File: src/verilog/rio_map.svh
// bit positions, codes and register offsets of the remote i/o exchange
`ifndef RIO_MAP_SVH
`define RIO_MAP_SVH
`define RIO_NARROW_MASK    16'h00ff
`define RIO_COMMAND_TRIGGER_BIT       14
`define RIO_STAT_BIT       15
`define RIO_CODE_MSB       12
`define RIO_CLS_MSB        12
`define RIO_CLS_LSB        11
`define RIO_HI_MSB         10
`define RIO_HI_LSB         6
`define RIO_IDX_MSB        5
`define RIO_CLS_PRD        2'h0
`define RIO_CLS_PWR        2'h1
`define RIO_CLS_MON        2'h2
`define RIO_CLS_MNT        2'h3
`define RIO_MON_OUT        6'h00
`define RIO_MON_IN         6'h01
`define RIO_MON_CNT        6'h02
`define RIO_MNT_OPS        6'h04
`define RIO_ASYNC_UPDATE   8'h20
`define RIO_IN_SEL_MSB     2
`define RIO_IN_SEL_LSB     0
`define RIO_IN_START       3
`define RIO_IN_HOME        4
`define RIO_IN_STOP        5
`define RIO_IN_FREE        6
`define RIO_IN_DSEL_MSB    10
`define RIO_IN_DSEL_LSB    8
`define RIO_IN_SEQUENTIAL_RUN_REQUEST      11
`define RIO_IN_JOGP        12
`define RIO_IN_JOGN        13
`define RIO_IN_FWD         14
`define RIO_IN_RVS         15
`define RIO_REG_CTRL       8'h00
`define RIO_REG_CODE       8'h04
`define RIO_REG_VALUE      8'h08
`define RIO_REG_INWORD     8'h0c
`define RIO_REG_OUTWORD    8'h10
`define RIO_REG_RSP        8'h14
`define RIO_REG_RSPVAL     8'h18
`define RIO_REG_IRQ_ST     8'h1c
`define RIO_REG_IRQ_CLR    8'h20
`define RIO_REG_IRQ_EN     8'h24
`define RIO_REG_UPDATE     8'h28
`define RIO_CTRL_WIDE      0
`define RIO_CTRL_ISSUE     1
`define RIO_RSP_BUSY       16
`define RIO_IRQ_DONE       0
`define RIO_IRQ_ABN        1
`define RIO_IRQ_REFUSED    2
`define RIO_IRQ_UPDATED    3
`endif

File: src/verilog/rio_pkg.sv
// types and helpers shared by both ends of the remote i/o exchange
package rio_pkg;
  typedef logic [15:0] rio_word_t;
  typedef logic [31:0] rio_data_t;
  typedef logic [12:0] rio_code_t;
  typedef logic [3:0]  rio_irq_t;
  typedef enum logic [1:0] {rio_d_idle, rio_d_exec, rio_d_done} rio_dstate_e;
  typedef enum logic [1:0] {rio_c_idle, rio_c_wait, rio_c_clear} rio_cstate_e;
  // link field holds byte 0 in the top lane, so a value is byte-reversed
  function automatic rio_data_t rio_le_swap(input rio_data_t v);
    rio_le_swap = {v[7:0], v[15:8], v[23:16], v[31:24]};
  endfunction
endpackage

File: src/verilog/rio_link_if.sv
// link between the network converter end and the driver end
`timescale 1ns/1ps
interface rio_link_if;
  import rio_pkg::*;
  logic      wide_mode;
  rio_word_t in_word;
  rio_word_t out_word;
  rio_word_t cmd_word;
  rio_data_t cmd_data;
  rio_word_t rsp_word;
  rio_data_t rsp_data;
  modport drv (input wide_mode, input in_word, input cmd_word,
               input cmd_data, output out_word, output rsp_word,
               output rsp_data);
  modport conv (output wide_mode, output in_word, output cmd_word,
                output cmd_data, input out_word, input rsp_word,
                input rsp_data);
endinterface

File: src/verilog/rio_drv_end.sv
// driver end: remote i/o words and remote register command execution
//
// What this block does
// - wide mode: sixteen input bits, upper requests
// - narrow mode: eight input bits only
// - low input byte decodes select, start, stop
// - output word sixteen or eight status bits
// - command runs only on trigger rising edge
// - code selects read, write, monitor, maintenance
// - command data is little endian
// - completion trigger rises when command finished
// - status bit shows abnormal completion
// - response echoes the command code
// - response data is little endian
// - converter refreshes words via update command
`timescale 1ns/1ps
`include "rio_map.svh"
module rio_drv_end #(
  parameter int PARAM_DEPTH = 64
) (
  input  logic              clk_sys,
  input  logic              rst_b,
  rio_link_if.drv           link,
  output logic [2:0]        data_select_bit,
  output logic              pos_start,
  output logic              home_start,
  output logic              stop_request,
  output logic              free_request,
  output logic [2:0]        direct_select_run,
  output logic              sequential_run_request,
  output logic              inch_positive,
  output logic              inch_negative,
  output logic              run_positive,
  output logic              run_negative,
  input  logic [2:0]        select_bit_echo,
  input  logic              start_echo,
  input  logic              home_position,
  input  logic              ready_flag,
  input  logic              warning_flag,
  input  logic              alarm_flag,
  input  logic              sequence_busy_flag,
  input  logic [2:0]        zone_flag,
  input  logic              timing_flag,
  input  logic              moving_flag,
  input  logic              end_flag,
  input  logic              torque_limit_flag,
  output logic              param_wr_pulse,
  output logic [5:0]        param_wr_index,
  output rio_pkg::rio_data_t param_wr_value,
  output logic              maint_pulse,
  output logic [1:0]        maint_op
);
  import rio_pkg::*;

  rio_word_t   net_input_bit;
  rio_word_t   net_output_bit;
  rio_word_t   next_output;
  logic        command_trigger_q;
  logic        command_trigger_rise;
  rio_code_t   cmd_code;
  rio_data_t   cmd_value;
  rio_dstate_e state;
  logic        completion_trigger;
  logic        rsp_status;
  rio_code_t   rsp_code;
  rio_data_t   rsp_value;
  rio_data_t   done_count;
  rio_data_t   param_mem [PARAM_DEPTH];
  logic [1:0]  cls;
  logic [5:0]  idx;
  logic        idx_bad;
  logic        next_abn;
  rio_data_t   next_value;

  always_ff @(posedge clk_sys or negedge rst_b) begin
    if (!rst_b) begin
      net_input_bit <= '0;
    end else if (link.wide_mode) begin
      net_input_bit <= link.in_word;
    end else begin
      net_input_bit <= link.in_word & `RIO_NARROW_MASK;
    end
  end

  assign data_select_bit = net_input_bit[`RIO_IN_SEL_MSB:`RIO_IN_SEL_LSB];
  assign pos_start       = net_input_bit[`RIO_IN_START];
  assign home_start      = net_input_bit[`RIO_IN_HOME];
  assign stop_request    = net_input_bit[`RIO_IN_STOP];
  assign free_request    = net_input_bit[`RIO_IN_FREE];
  assign direct_select_run =
    net_input_bit[`RIO_IN_DSEL_MSB:`RIO_IN_DSEL_LSB];
  assign sequential_run_request = net_input_bit[`RIO_IN_SEQUENTIAL_RUN_REQUEST];
  assign inch_positive   = net_input_bit[`RIO_IN_JOGP];
  assign inch_negative   = net_input_bit[`RIO_IN_JOGN];
  assign run_positive    = net_input_bit[`RIO_IN_FWD];
  assign run_negative    = net_input_bit[`RIO_IN_RVS];

  // status word, upper byte dropped in narrow mode
  always_comb begin
    next_output = {torque_limit_flag, end_flag, moving_flag, timing_flag,
                   zone_flag, sequence_busy_flag, alarm_flag, warning_flag,
                   ready_flag, home_position, start_echo, select_bit_echo};
    if (!link.wide_mode) begin
      next_output = next_output & `RIO_NARROW_MASK;
    end
  end

  always_ff @(posedge clk_sys or negedge rst_b) begin
    if (!rst_b) begin
      net_output_bit <= '0;
    end else begin
      net_output_bit <= next_output;
    end
  end
  assign link.out_word = net_output_bit;

  always_ff @(posedge clk_sys or negedge rst_b) begin
    if (!rst_b) begin
      command_trigger_q <= 1'b0;
    end else begin
      command_trigger_q <= link.cmd_word[`RIO_COMMAND_TRIGGER_BIT];
    end
  end
  assign command_trigger_rise = link.cmd_word[`RIO_COMMAND_TRIGGER_BIT] & ~command_trigger_q;

  always_ff @(posedge clk_sys or negedge rst_b) begin
    if (!rst_b) begin
      cmd_code  <= '0;
      cmd_value <= '0;
    end else if (state == rio_d_idle && command_trigger_rise) begin
      cmd_code  <= link.cmd_word[`RIO_CODE_MSB:0];
      cmd_value <= rio_le_swap(link.cmd_data);
    end
  end

  assign cls     = cmd_code[`RIO_CLS_MSB:`RIO_CLS_LSB];
  assign idx     = cmd_code[`RIO_IDX_MSB:0];
  // upper index bits must be zero; the array is never addressed beyond it
  assign idx_bad = (cmd_code[`RIO_HI_MSB:`RIO_HI_LSB] != '0)
                   || (int'(idx) >= PARAM_DEPTH);

  always_comb begin
    next_abn   = idx_bad;
    next_value = '0;
    case (cls)
      `RIO_CLS_PRD: begin
        if (!idx_bad) begin
          next_value = param_mem[idx];
        end
      end
      `RIO_CLS_PWR: begin
        next_value = '0;
      end
      `RIO_CLS_MON: begin
        case (idx)
          `RIO_MON_OUT: next_value = {16'h0000, net_output_bit};
          `RIO_MON_IN:  next_value = {16'h0000, net_input_bit};
          `RIO_MON_CNT: next_value = done_count;
          default:      next_abn   = 1'b1;
        endcase
      end
      `RIO_CLS_MNT: begin
        next_abn = idx_bad || (idx >= `RIO_MNT_OPS);
      end
      default: begin
        next_abn = 1'b1;
      end
    endcase
  end

  // parameter store holds data only, so it carries no reset
  always_ff @(posedge clk_sys) begin
    if (state == rio_d_exec && cls == `RIO_CLS_PWR && !idx_bad) begin
      param_mem[idx] <= cmd_value;
    end
  end

  always_ff @(posedge clk_sys or negedge rst_b) begin
    if (!rst_b) begin
      param_wr_pulse <= 1'b0;
      param_wr_index <= '0;
      param_wr_value <= '0;
      maint_pulse    <= 1'b0;
      maint_op       <= '0;
    end else begin
      param_wr_pulse <= state == rio_d_exec && cls == `RIO_CLS_PWR
                        && !idx_bad;
      maint_pulse    <= state == rio_d_exec && cls == `RIO_CLS_MNT
                        && !next_abn;
      if (state == rio_d_exec) begin
        param_wr_index <= idx;
        param_wr_value <= cmd_value;
        maint_op       <= idx[1:0];
      end
    end
  end

  always_ff @(posedge clk_sys or negedge rst_b) begin
    if (!rst_b) begin
      state <= rio_d_idle;
    end else begin
      case (state)
        rio_d_idle: if (command_trigger_rise) state <= rio_d_exec;
        rio_d_exec: state <= rio_d_done;
        rio_d_done: if (!link.cmd_word[`RIO_COMMAND_TRIGGER_BIT]) state <= rio_d_idle;
        default:    state <= rio_d_idle;
      endcase
    end
  end

  always_ff @(posedge clk_sys or negedge rst_b) begin
    if (!rst_b) begin
      completion_trigger <= 1'b0;
    end else if (state == rio_d_exec) begin
      completion_trigger <= 1'b1;
    end else if (state == rio_d_done && !link.cmd_word[`RIO_COMMAND_TRIGGER_BIT]) begin
      completion_trigger <= 1'b0;
    end
  end

  always_ff @(posedge clk_sys or negedge rst_b) begin
    if (!rst_b) begin
      rsp_status <= 1'b0;
      rsp_code   <= '0;
      rsp_value  <= '0;
      done_count <= '0;
    end else if (state == rio_d_exec) begin
      rsp_status <= next_abn;
      rsp_code   <= cmd_code;
      rsp_value  <= next_value;
      done_count <= done_count + 32'h0000_0001;
    end
  end

  assign link.rsp_word = {rsp_status, completion_trigger, 1'b0, rsp_code};
  assign link.rsp_data = rio_le_swap(rsp_value);
endmodule

File: src/flat_wrapper.sv
// flat-port wrapper written by rule: the top's interface ports become plain ports
module rio_drv_end_flat import rio_pkg::*;
#(
  parameter int PARAM_DEPTH = 64
)
  (clk_sys, rst_b, data_select_bit, pos_start, home_start, stop_request, free_request, direct_select_run, sequential_run_request, inch_positive, inch_negative, run_positive, run_negative, select_bit_echo, start_echo, home_position, ready_flag, warning_flag, alarm_flag, sequence_busy_flag, zone_flag, timing_flag, moving_flag, end_flag, torque_limit_flag, param_wr_pulse, param_wr_index, param_wr_value, maint_pulse, maint_op, link_wide_mode, link_in_word, link_cmd_word, link_cmd_data, link_out_word, link_rsp_word, link_rsp_data);
  rio_link_if link_i ();
  input  logic clk_sys;
  input  logic rst_b;
  output logic [2:0] data_select_bit;
  output logic pos_start;
  output logic home_start;
  output logic stop_request;
  output logic free_request;
  output logic [2:0] direct_select_run;
  output logic sequential_run_request;
  output logic inch_positive;
  output logic inch_negative;
  output logic run_positive;
  output logic run_negative;
  input  logic [2:0] select_bit_echo;
  input  logic start_echo;
  input  logic home_position;
  input  logic ready_flag;
  input  logic warning_flag;
  input  logic alarm_flag;
  input  logic sequence_busy_flag;
  input  logic [2:0] zone_flag;
  input  logic timing_flag;
  input  logic moving_flag;
  input  logic end_flag;
  input  logic torque_limit_flag;
  output logic param_wr_pulse;
  output logic [5:0] param_wr_index;
  output rio_pkg::rio_data_t param_wr_value;
  output logic maint_pulse;
  output logic [1:0] maint_op;
  input wire logic [$bits(link_i.wide_mode)-1:0] link_wide_mode;
  input wire logic [$bits(link_i.in_word)-1:0] link_in_word;
  input wire logic [$bits(link_i.cmd_word)-1:0] link_cmd_word;
  input wire logic [$bits(link_i.cmd_data)-1:0] link_cmd_data;
  output wire logic [$bits(link_i.out_word)-1:0] link_out_word;
  output wire logic [$bits(link_i.rsp_word)-1:0] link_rsp_word;
  output wire logic [$bits(link_i.rsp_data)-1:0] link_rsp_data;
  assign link_i.wide_mode = link_wide_mode;
  assign link_i.in_word = link_in_word;
  assign link_i.cmd_word = link_cmd_word;
  assign link_i.cmd_data = link_cmd_data;
  assign link_out_word = link_i.out_word;
  assign link_rsp_word = link_i.rsp_word;
  assign link_rsp_data = link_i.rsp_data;
  rio_drv_end #(.PARAM_DEPTH(PARAM_DEPTH)) u_core (.clk_sys(clk_sys), .rst_b(rst_b), .link(link_i), .data_select_bit(data_select_bit), .pos_start(pos_start), .home_start(home_start), .stop_request(stop_request), .free_request(free_request), .direct_select_run(direct_select_run), .sequential_run_request(sequential_run_request), .inch_positive(inch_positive), .inch_negative(inch_negative), .run_positive(run_positive), .run_negative(run_negative), .select_bit_echo(select_bit_echo), .start_echo(start_echo), .home_position(home_position), .ready_flag(ready_flag), .warning_flag(warning_flag), .alarm_flag(alarm_flag), .sequence_busy_flag(sequence_busy_flag), .zone_flag(zone_flag), .timing_flag(timing_flag), .moving_flag(moving_flag), .end_flag(end_flag), .torque_limit_flag(torque_limit_flag), .param_wr_pulse(param_wr_pulse), .param_wr_index(param_wr_index), .param_wr_value(param_wr_value), .maint_pulse(maint_pulse), .maint_op(maint_op));
endmodule
File: config.mk
export PLATFORM = sky130hd
export DESIGN_NAME = rio_drv_end_flat
export DESIGN_NICKNAME = d
export VERILOG_FILES = /design/src/verilog/rio_pkg.sv /design/src/verilog/rio_link_if.sv /design/src/verilog/rio_drv_end.sv /design/src/flat_wrapper.sv
export VERILOG_INCLUDE_DIRS = /design/src /design/src/verilog
export SDC_FILE = /design/constraint.sdc
export NUM_CORES = 2
export LEC_CHECK = 0
export BUFFER_PORTS_ARGS = -buffer_cell sky130_fd_sc_hd__buf_2
export CORE_MARGIN = 2
export CORE_UTILIZATION = 50
export DETAILED_ROUTE_END_ITERATION = 10
export PLACE_DENSITY = 0.73
export SLEW_MARGIN = 20
export SYNTH_ARGS = -nofsm -noshare
export SYNTH_HDL_FRONTEND = slang
export SYNTH_SLANG_ARGS = --single-unit
export TNS_END_PERCENT = 5
File: constraint.sdc
create_clock -name clk_sys -period 5.05 [get_ports clk_sys]
set_input_delay 1.01 -clock clk_sys [delete_from_list [all_inputs] [get_ports clk_sys]]
set_output_delay 1.01 -clock clk_sys [all_outputs]
set_load 0.02 [all_outputs]
# Word level (Yosys, flattened, before mapping)
# Memory sizes are Yosys's and may differ from the RTL's.
# Index checks and enable logic that the tools add are counted.
[word_totals]
out_inout_bits = 121
ff_bits = 201
mem_count = 1
input_bits = 83
mem_bits_rw = 2048
wordCells = 61
[mem_list]
columns = ["memory", "depth", "width", "rd", "rd_ports_with_merged_regs", "write_ports", "line_no", "text"]
rows = [
  ["u_core.param_mem", 64, 32, 1, 0, 1, "rio_drv_end.sv:68", "rio_data_t param_mem [PARAM_DEPTH];"],
]
[classes]
bitwise_logic = 2
muxes = 14
reduce_logical = 17
n_eq_ne = 9
n_addsub = 1
n_lt_le_gt_ge = 1
[op_table]
columns = ["operator", "count"]
rows = [
  ["$pmux W32 S3", 1],
  ["$pmux W32 S2", 1],
  ["$add A32 B1 Y32 const B", 1],
  ["$mux W16", 2],
  ["$mux W32", 1],
  ["$eq A2 B2 Y1 const B", 3],
  ["$eq A6 B1 Y1 const B", 1],
  ["$eq A6 B2 Y1 const B", 1],
  ["$ge A6 B3 Y1 const B", 1],
  ["$logic_and A1 B1 Y1", 6],
  ["$logic_not A6 Y1", 1],
  ["$pmux W2 S3", 1],
  ["$mux W1", 5],
  ["$reduce_bool A5 Y1", 1],
  ["$eq A2 B1 Y1 const B", 2],
  ["$logic_not A2 Y1", 2],
  ["$mux W2", 2],
  ["$logic_not A1 Y1", 3],
  ["$reduce_or A3 Y1", 1],
  ["$ne A2 B1 Y1 const B", 1],
  ["$ne A2 B2 Y1 const B", 1],
  ["$pmux W1 S2", 1],
  ["$reduce_and A2 Y1", 1],
  ["$reduce_bool A2 Y1", 1],
  ["3 further kinds", 3],
]

# Longest topological paths before layout
[logic_depth]
ltp_word = 6
ltp_mapped = 13
ltp_nobuf = 7

# Least setup slack after synthesis
# OpenSTA, ideal clock, no wires.
[synth_timing]
path_kind = "flip-flop to flip-flop"
startpoint = "reg u_core.cmd_code[0]"
endpoint = "mem u_core.param_mem[12][0] in the netlist's numbering (enable)"
arrival_time_ns = 3.281
t_required_ns = 4.629
setup_time_ns = 0.421
path_stages_with_launch = 11
path_slack_ns = 1.347
period_less_slack_ns = 3.703
n_path_buf = 8
path_cell_list = "dfrtp_1 -> buf_6 -> buf_6 -> buf_6 -> buf_6 -> buf_6 -> buf_4 -> buf_2 -> buf_2 -> nand3b_1 -> nor2_1"
[synth_lines]
columns = ["item", "line_no", "text"]
rows = [
  ["start, declared", "rio_drv_end.sv:60", "rio_code_t cmd_code;"],
  ["start signal, assigned", "rio_drv_end.sv:131", "cmd_code <= link.cmd_word[`RIO_CODE_MSB:0];"],
  ["end, declared", "rio_drv_end.sv:68", ""],
]
# Straight into the memory's write port.

# Worst setup path after layout
[layout_timing]
startpoint = "reg u_core.cmd_code[0]"
endpoint = "reg u_core.rsp_value[22]"
[layout_between]
elab_chain_cells = 3
elab_cells_between_ends = 7
cone_classes = "eq/ne: 2; mux: 3; reduce/logical: 1; memory: 1"
[layout_rtl]
columns = ["item", "line_no", "text"]
rows = [
  ["$mem_v2 Z64 W32 (tied with other cells)", "n/a", ""],
  ["$mux W32 / $pmux W32 S3 (equally long branches)", "rio_drv_end.sv:147, rio_drv_end.sv:155", ""],
  ["$pmux W32 S2 (*)", "rio_drv_end.sv:145", "case (cls)"],
  ["end signal, assigned", "rio_drv_end.sv:230", "rsp_value <= next_value;"],
  ["end, declared", "rio_drv_end.sv:66", "rio_data_t rsp_value;"],
]
# Every way passes the cells marked *; elsewhere a longest branch is shown, timed or not.
# A chain may end at the register's enable or synchronous reset.

==> out/qor.yml <==
outcome:
  status: "finished, final reports clean"
clocking:
  clkTransAtPathRegs_ns: 0.06
  clkSinkCount: 2241
  root_buffer: "clkbuf_16"
  clockBufferDepth: 3
  ctsHtreeMaxLevel: 4
  ctsResizeCount: 0
  cts_tree: "yes"
  cts_setup_buffers: 0
  clk_latency_ns: 0.87
  cts_hold_buf: 0
  cts_buffers: 203
floorplan:
  row_count: 153
  ios: 204
  die-height_um: 421
  initial_core_util_pct: 50.1
  die_area_um2: 177000
  die_w_um: 421
  coreArea_um2: 173000
critical_path:
  critical_path_peak_fanout: 43
  slowest_stage: "dfrtp_4"
  arrival_ns: 4.95
  crit_chain: "buf_12 -> buf_4 -> mux4_2 -> mux2i_1 -> o22ai_1 -> a2111oi_0 -> o211ai_1 -> o31a_1"
  slowest_delay_ns: 0.76
  required_ns: 5.80
  end_kind: "flip-flop"
  crit_type: "reg2reg"
  crit_buf_inv: 2
  crit_family: "compound AO/OA/AOI/OAI gates"
  cp-start-kind: "flip-flop"
detailed_routing:
  vias_per_cell: 6.65
  drtIter0Drc: 9522
  wl_met3_mm: 38.4
  top_layer: "met5"
  vias: 52645
  dr.pass1.iters: 8
  wirelength_met1_mm: 94.3
  dr_wl_met2_mm: 119
  ant_nets: 0
  drc: 0
  wire_per_inst_um: 34.1
  drt_wl_total_mm: 270
yosys:
  synthAdderAreaFrac_pct: 0.0144
  synth_compound_area_share_pct: 8.43
  syn_inst: 5055
  ys_warn_count: 0
  async_flop_share_pct: 8.61
  synth_commonest_cells: "edfxtp_1, mux2i_1, nand2_1"
  synth_area_per_cell_um2: 17.2
  ys_ff_latch: 2241
  synth_area_um2: 87000
  synth_cell_types: 66
  synth_ff_type: "edfxtp_1"
  synthTopCellsByArea: "edfxtp_1, dfrtp_1, mux2i_1"
  yosys-mux-area-fraction_pct: 9.46
  yosysTopAreaCellShare_pct: 70.7
  synth_top_family_by_area: "multiplexers"
  synthMostInstantiatedCell: "edfxtp_1"
  synth_edf_count: 2048
  yosysTopAreaCell: "edfxtp_1"
  synth-xor-area-share_pct: 0.312
  yosys.area_share.simple_pct: 3.45
  syn_nets: 5139
  ys_seq_area_share_pct: 76.3
sta:
  clock.fmax_mhz: 238
  tightest_slew_ns: 1.31
  skew_ns: 0.0369
  max-slew-margin-rel_pct: 12.4
  finalMaxSlewViolations: 0
  period_share_pct: 83.2
  rsz0062_at_grt: "no"
  period_needed_ns: 4.20
  setup_tns_ns: 0
  hold_violations: 0
  finalSetupViolations: 0
  finalWorstSetupSlack_ns: 0.848
grt:
  grt_pass1_wl_mm: 376
  grt_start_max_net_pins: 102
  grt_pass1_vias: 50138
  gr-total-overflow: 0
  antenna_found_initial: 11
  grt_use_total_pct: 29.8
power_and_ir_drop:
  power.density_nw_per_um2: 483
  total_leakage_power_nw: 33.3
  irDropWorstVdd_uv: 487
place:
  place_hpwl_mm: 160
  finalWeightedCongestion: 0.920
  portBuffers: 200
  dp_slack_ns: 1.01
final_layout:
  fin_util_pct: 57.1
  area_growth_syn_to_layout_pct: 13.9
  drive_above_1_share_pct: 21.6
  num-nets-final: 5488
flow_run:
  drv_cap: 0
min_path:
  hp-class: "in2async"
==> worst register-to-register path, delay by kind of cell, from the launching register on <==
kind | cells | cell delay, ns
flops | 1 | 0.76
mux | 2 | 0.97
buf+inv | 2 | 0.98
compound gates | 4 | 1.39
==> per-stage QoR <==
stage | cell area (µm²) | total power [mW] | cells | hold slack, ns
detailed placement | 92600 | 32.8 | 7524 | 0.458
finish | 99000 | 47.8 | 7916 | 0.123
global placement | 92600 | 32.6 | 7524 | 0.454
floorplan | 87000 | 28.3 | 5055 | 0.446
global route | 99000 | 48.8 | 7905 | 0.193
CTS | 99000 | 47.5 | 7905 | 0.163
==> cells in the final DEF (no fill, tap or decap), types with 9 or more instances in the layout <==
master,instances
edfxtp_1,2048
mux2i_1,367
nand2_1,354
a21oi_1,264
buf_4,238
clkbuf_16,204
buf_2,199
mux2_2,188
o21ai_0,177
dfrtp_1,158
a22oi_1,140
nor2_1,130
mux4_2,107
a22o_1,90
a221o_1,88
a221oi_1,80
nor2_4,67
o22ai_1,64
clkbuf_1,55
buf_12,50
clkinv_1,45
o2bb2ai_1,39
nand3_1,38
clkinv_2,38
dfrtp_2,28
xnor2_1,22
and2_1,21
o211ai_1,20
o221ai_1,18
a211oi_1,17
nor4_1,15
bufinv_16,13
and3_1,12
diode_2,11
nor3_1,9
xor2_1,9
a31oi_1,9
o22a_1,9
==> state kept, by name, summed over array words and instances (netlist names) <==
name                       flops
u_core.net_input_bit          16
u_core.rsp_value              32
u_core.link.out_word          16
u_core.param_mem            2048
u_core.param_wr_pulse          1
u_core.maint_pulse             1
u_core.command_trigger_q       1
u_core.cmd_value              32
u_core.cmd_code               13
u_core.param_wr_value         32
u_core.done_count             32
u_core.rsp_code               13
u_core.rsp_status              1
u_core.state                   2
u_core.completion_trigger      1
==> final timing paths <==
check                                               start                        end  slack [ns]  cells past startpoint
worst max-delay path                   u_core.cmd_code[0]       u_core.rsp_value[22]        0.85                      8
worst max register to register         u_core.cmd_code[0]       u_core.rsp_value[22]        0.85                      8
worst min register to register  u_core.param_wr_value[16]  u_core.param_wr_value[16]        0.47                      2
max in group asynchronous                           rst_b        u_core.cmd_value[7]        3.85                      2
worst min-delay path                                rst_b       u_core.cmd_value[11]        0.12                      1
min in group clk_sys                   select_bit_echo[0]    u_core.link.out_word[0]        0.26                      1
==> logic make-up after synthesis <==
family                   Yosys count
flip-flops                      2241
other                              1
adder cells (fa/ha/maj)            1
AND/OR/NAND/NOR                  707
XOR/XNOR                          31
AO/OA/AOI/OAI                   1057
buffers and inverters            353
multiplexers                     664
==> report_power, final <==
group          total, mW  leakage (nW)  switching [mW]  internal, mW
Sequential          22.5          20.8           0.667          21.8
Combinational       10.4          9.40            7.28          3.09
Clock               15.0          3.10            6.80          8.16
==> area by class of cell <==
| cell class | count | area, µm² |
|---|---|---|
| Inverter | 9 | 46.3 |
| Timing Repair Buffer | 488 | 3800 |
| Fill cell | 12823 | 74400 |
| Multi-Input combinational cell | 2461 | 19500 |
| Tap cell | 2325 | 2910 |
| Clock inverter | 120 | 1040 |
| Antenna cell | 11 | 27.5 |
| Clock buffer | 261 | 5340 |
| Sequential cell | 2241 | 66400 |
==> routing by layer <==
metal | up-vias | global-route usage (%)
li1 | 20853 | -
met1 | 26566 | 39.9
met2 | 4416 | 44.1
met3 | 800 | 8.34
met4 | 10 | 17.0
met5 | - | 0.215
(Power assumes the default switching activity.)
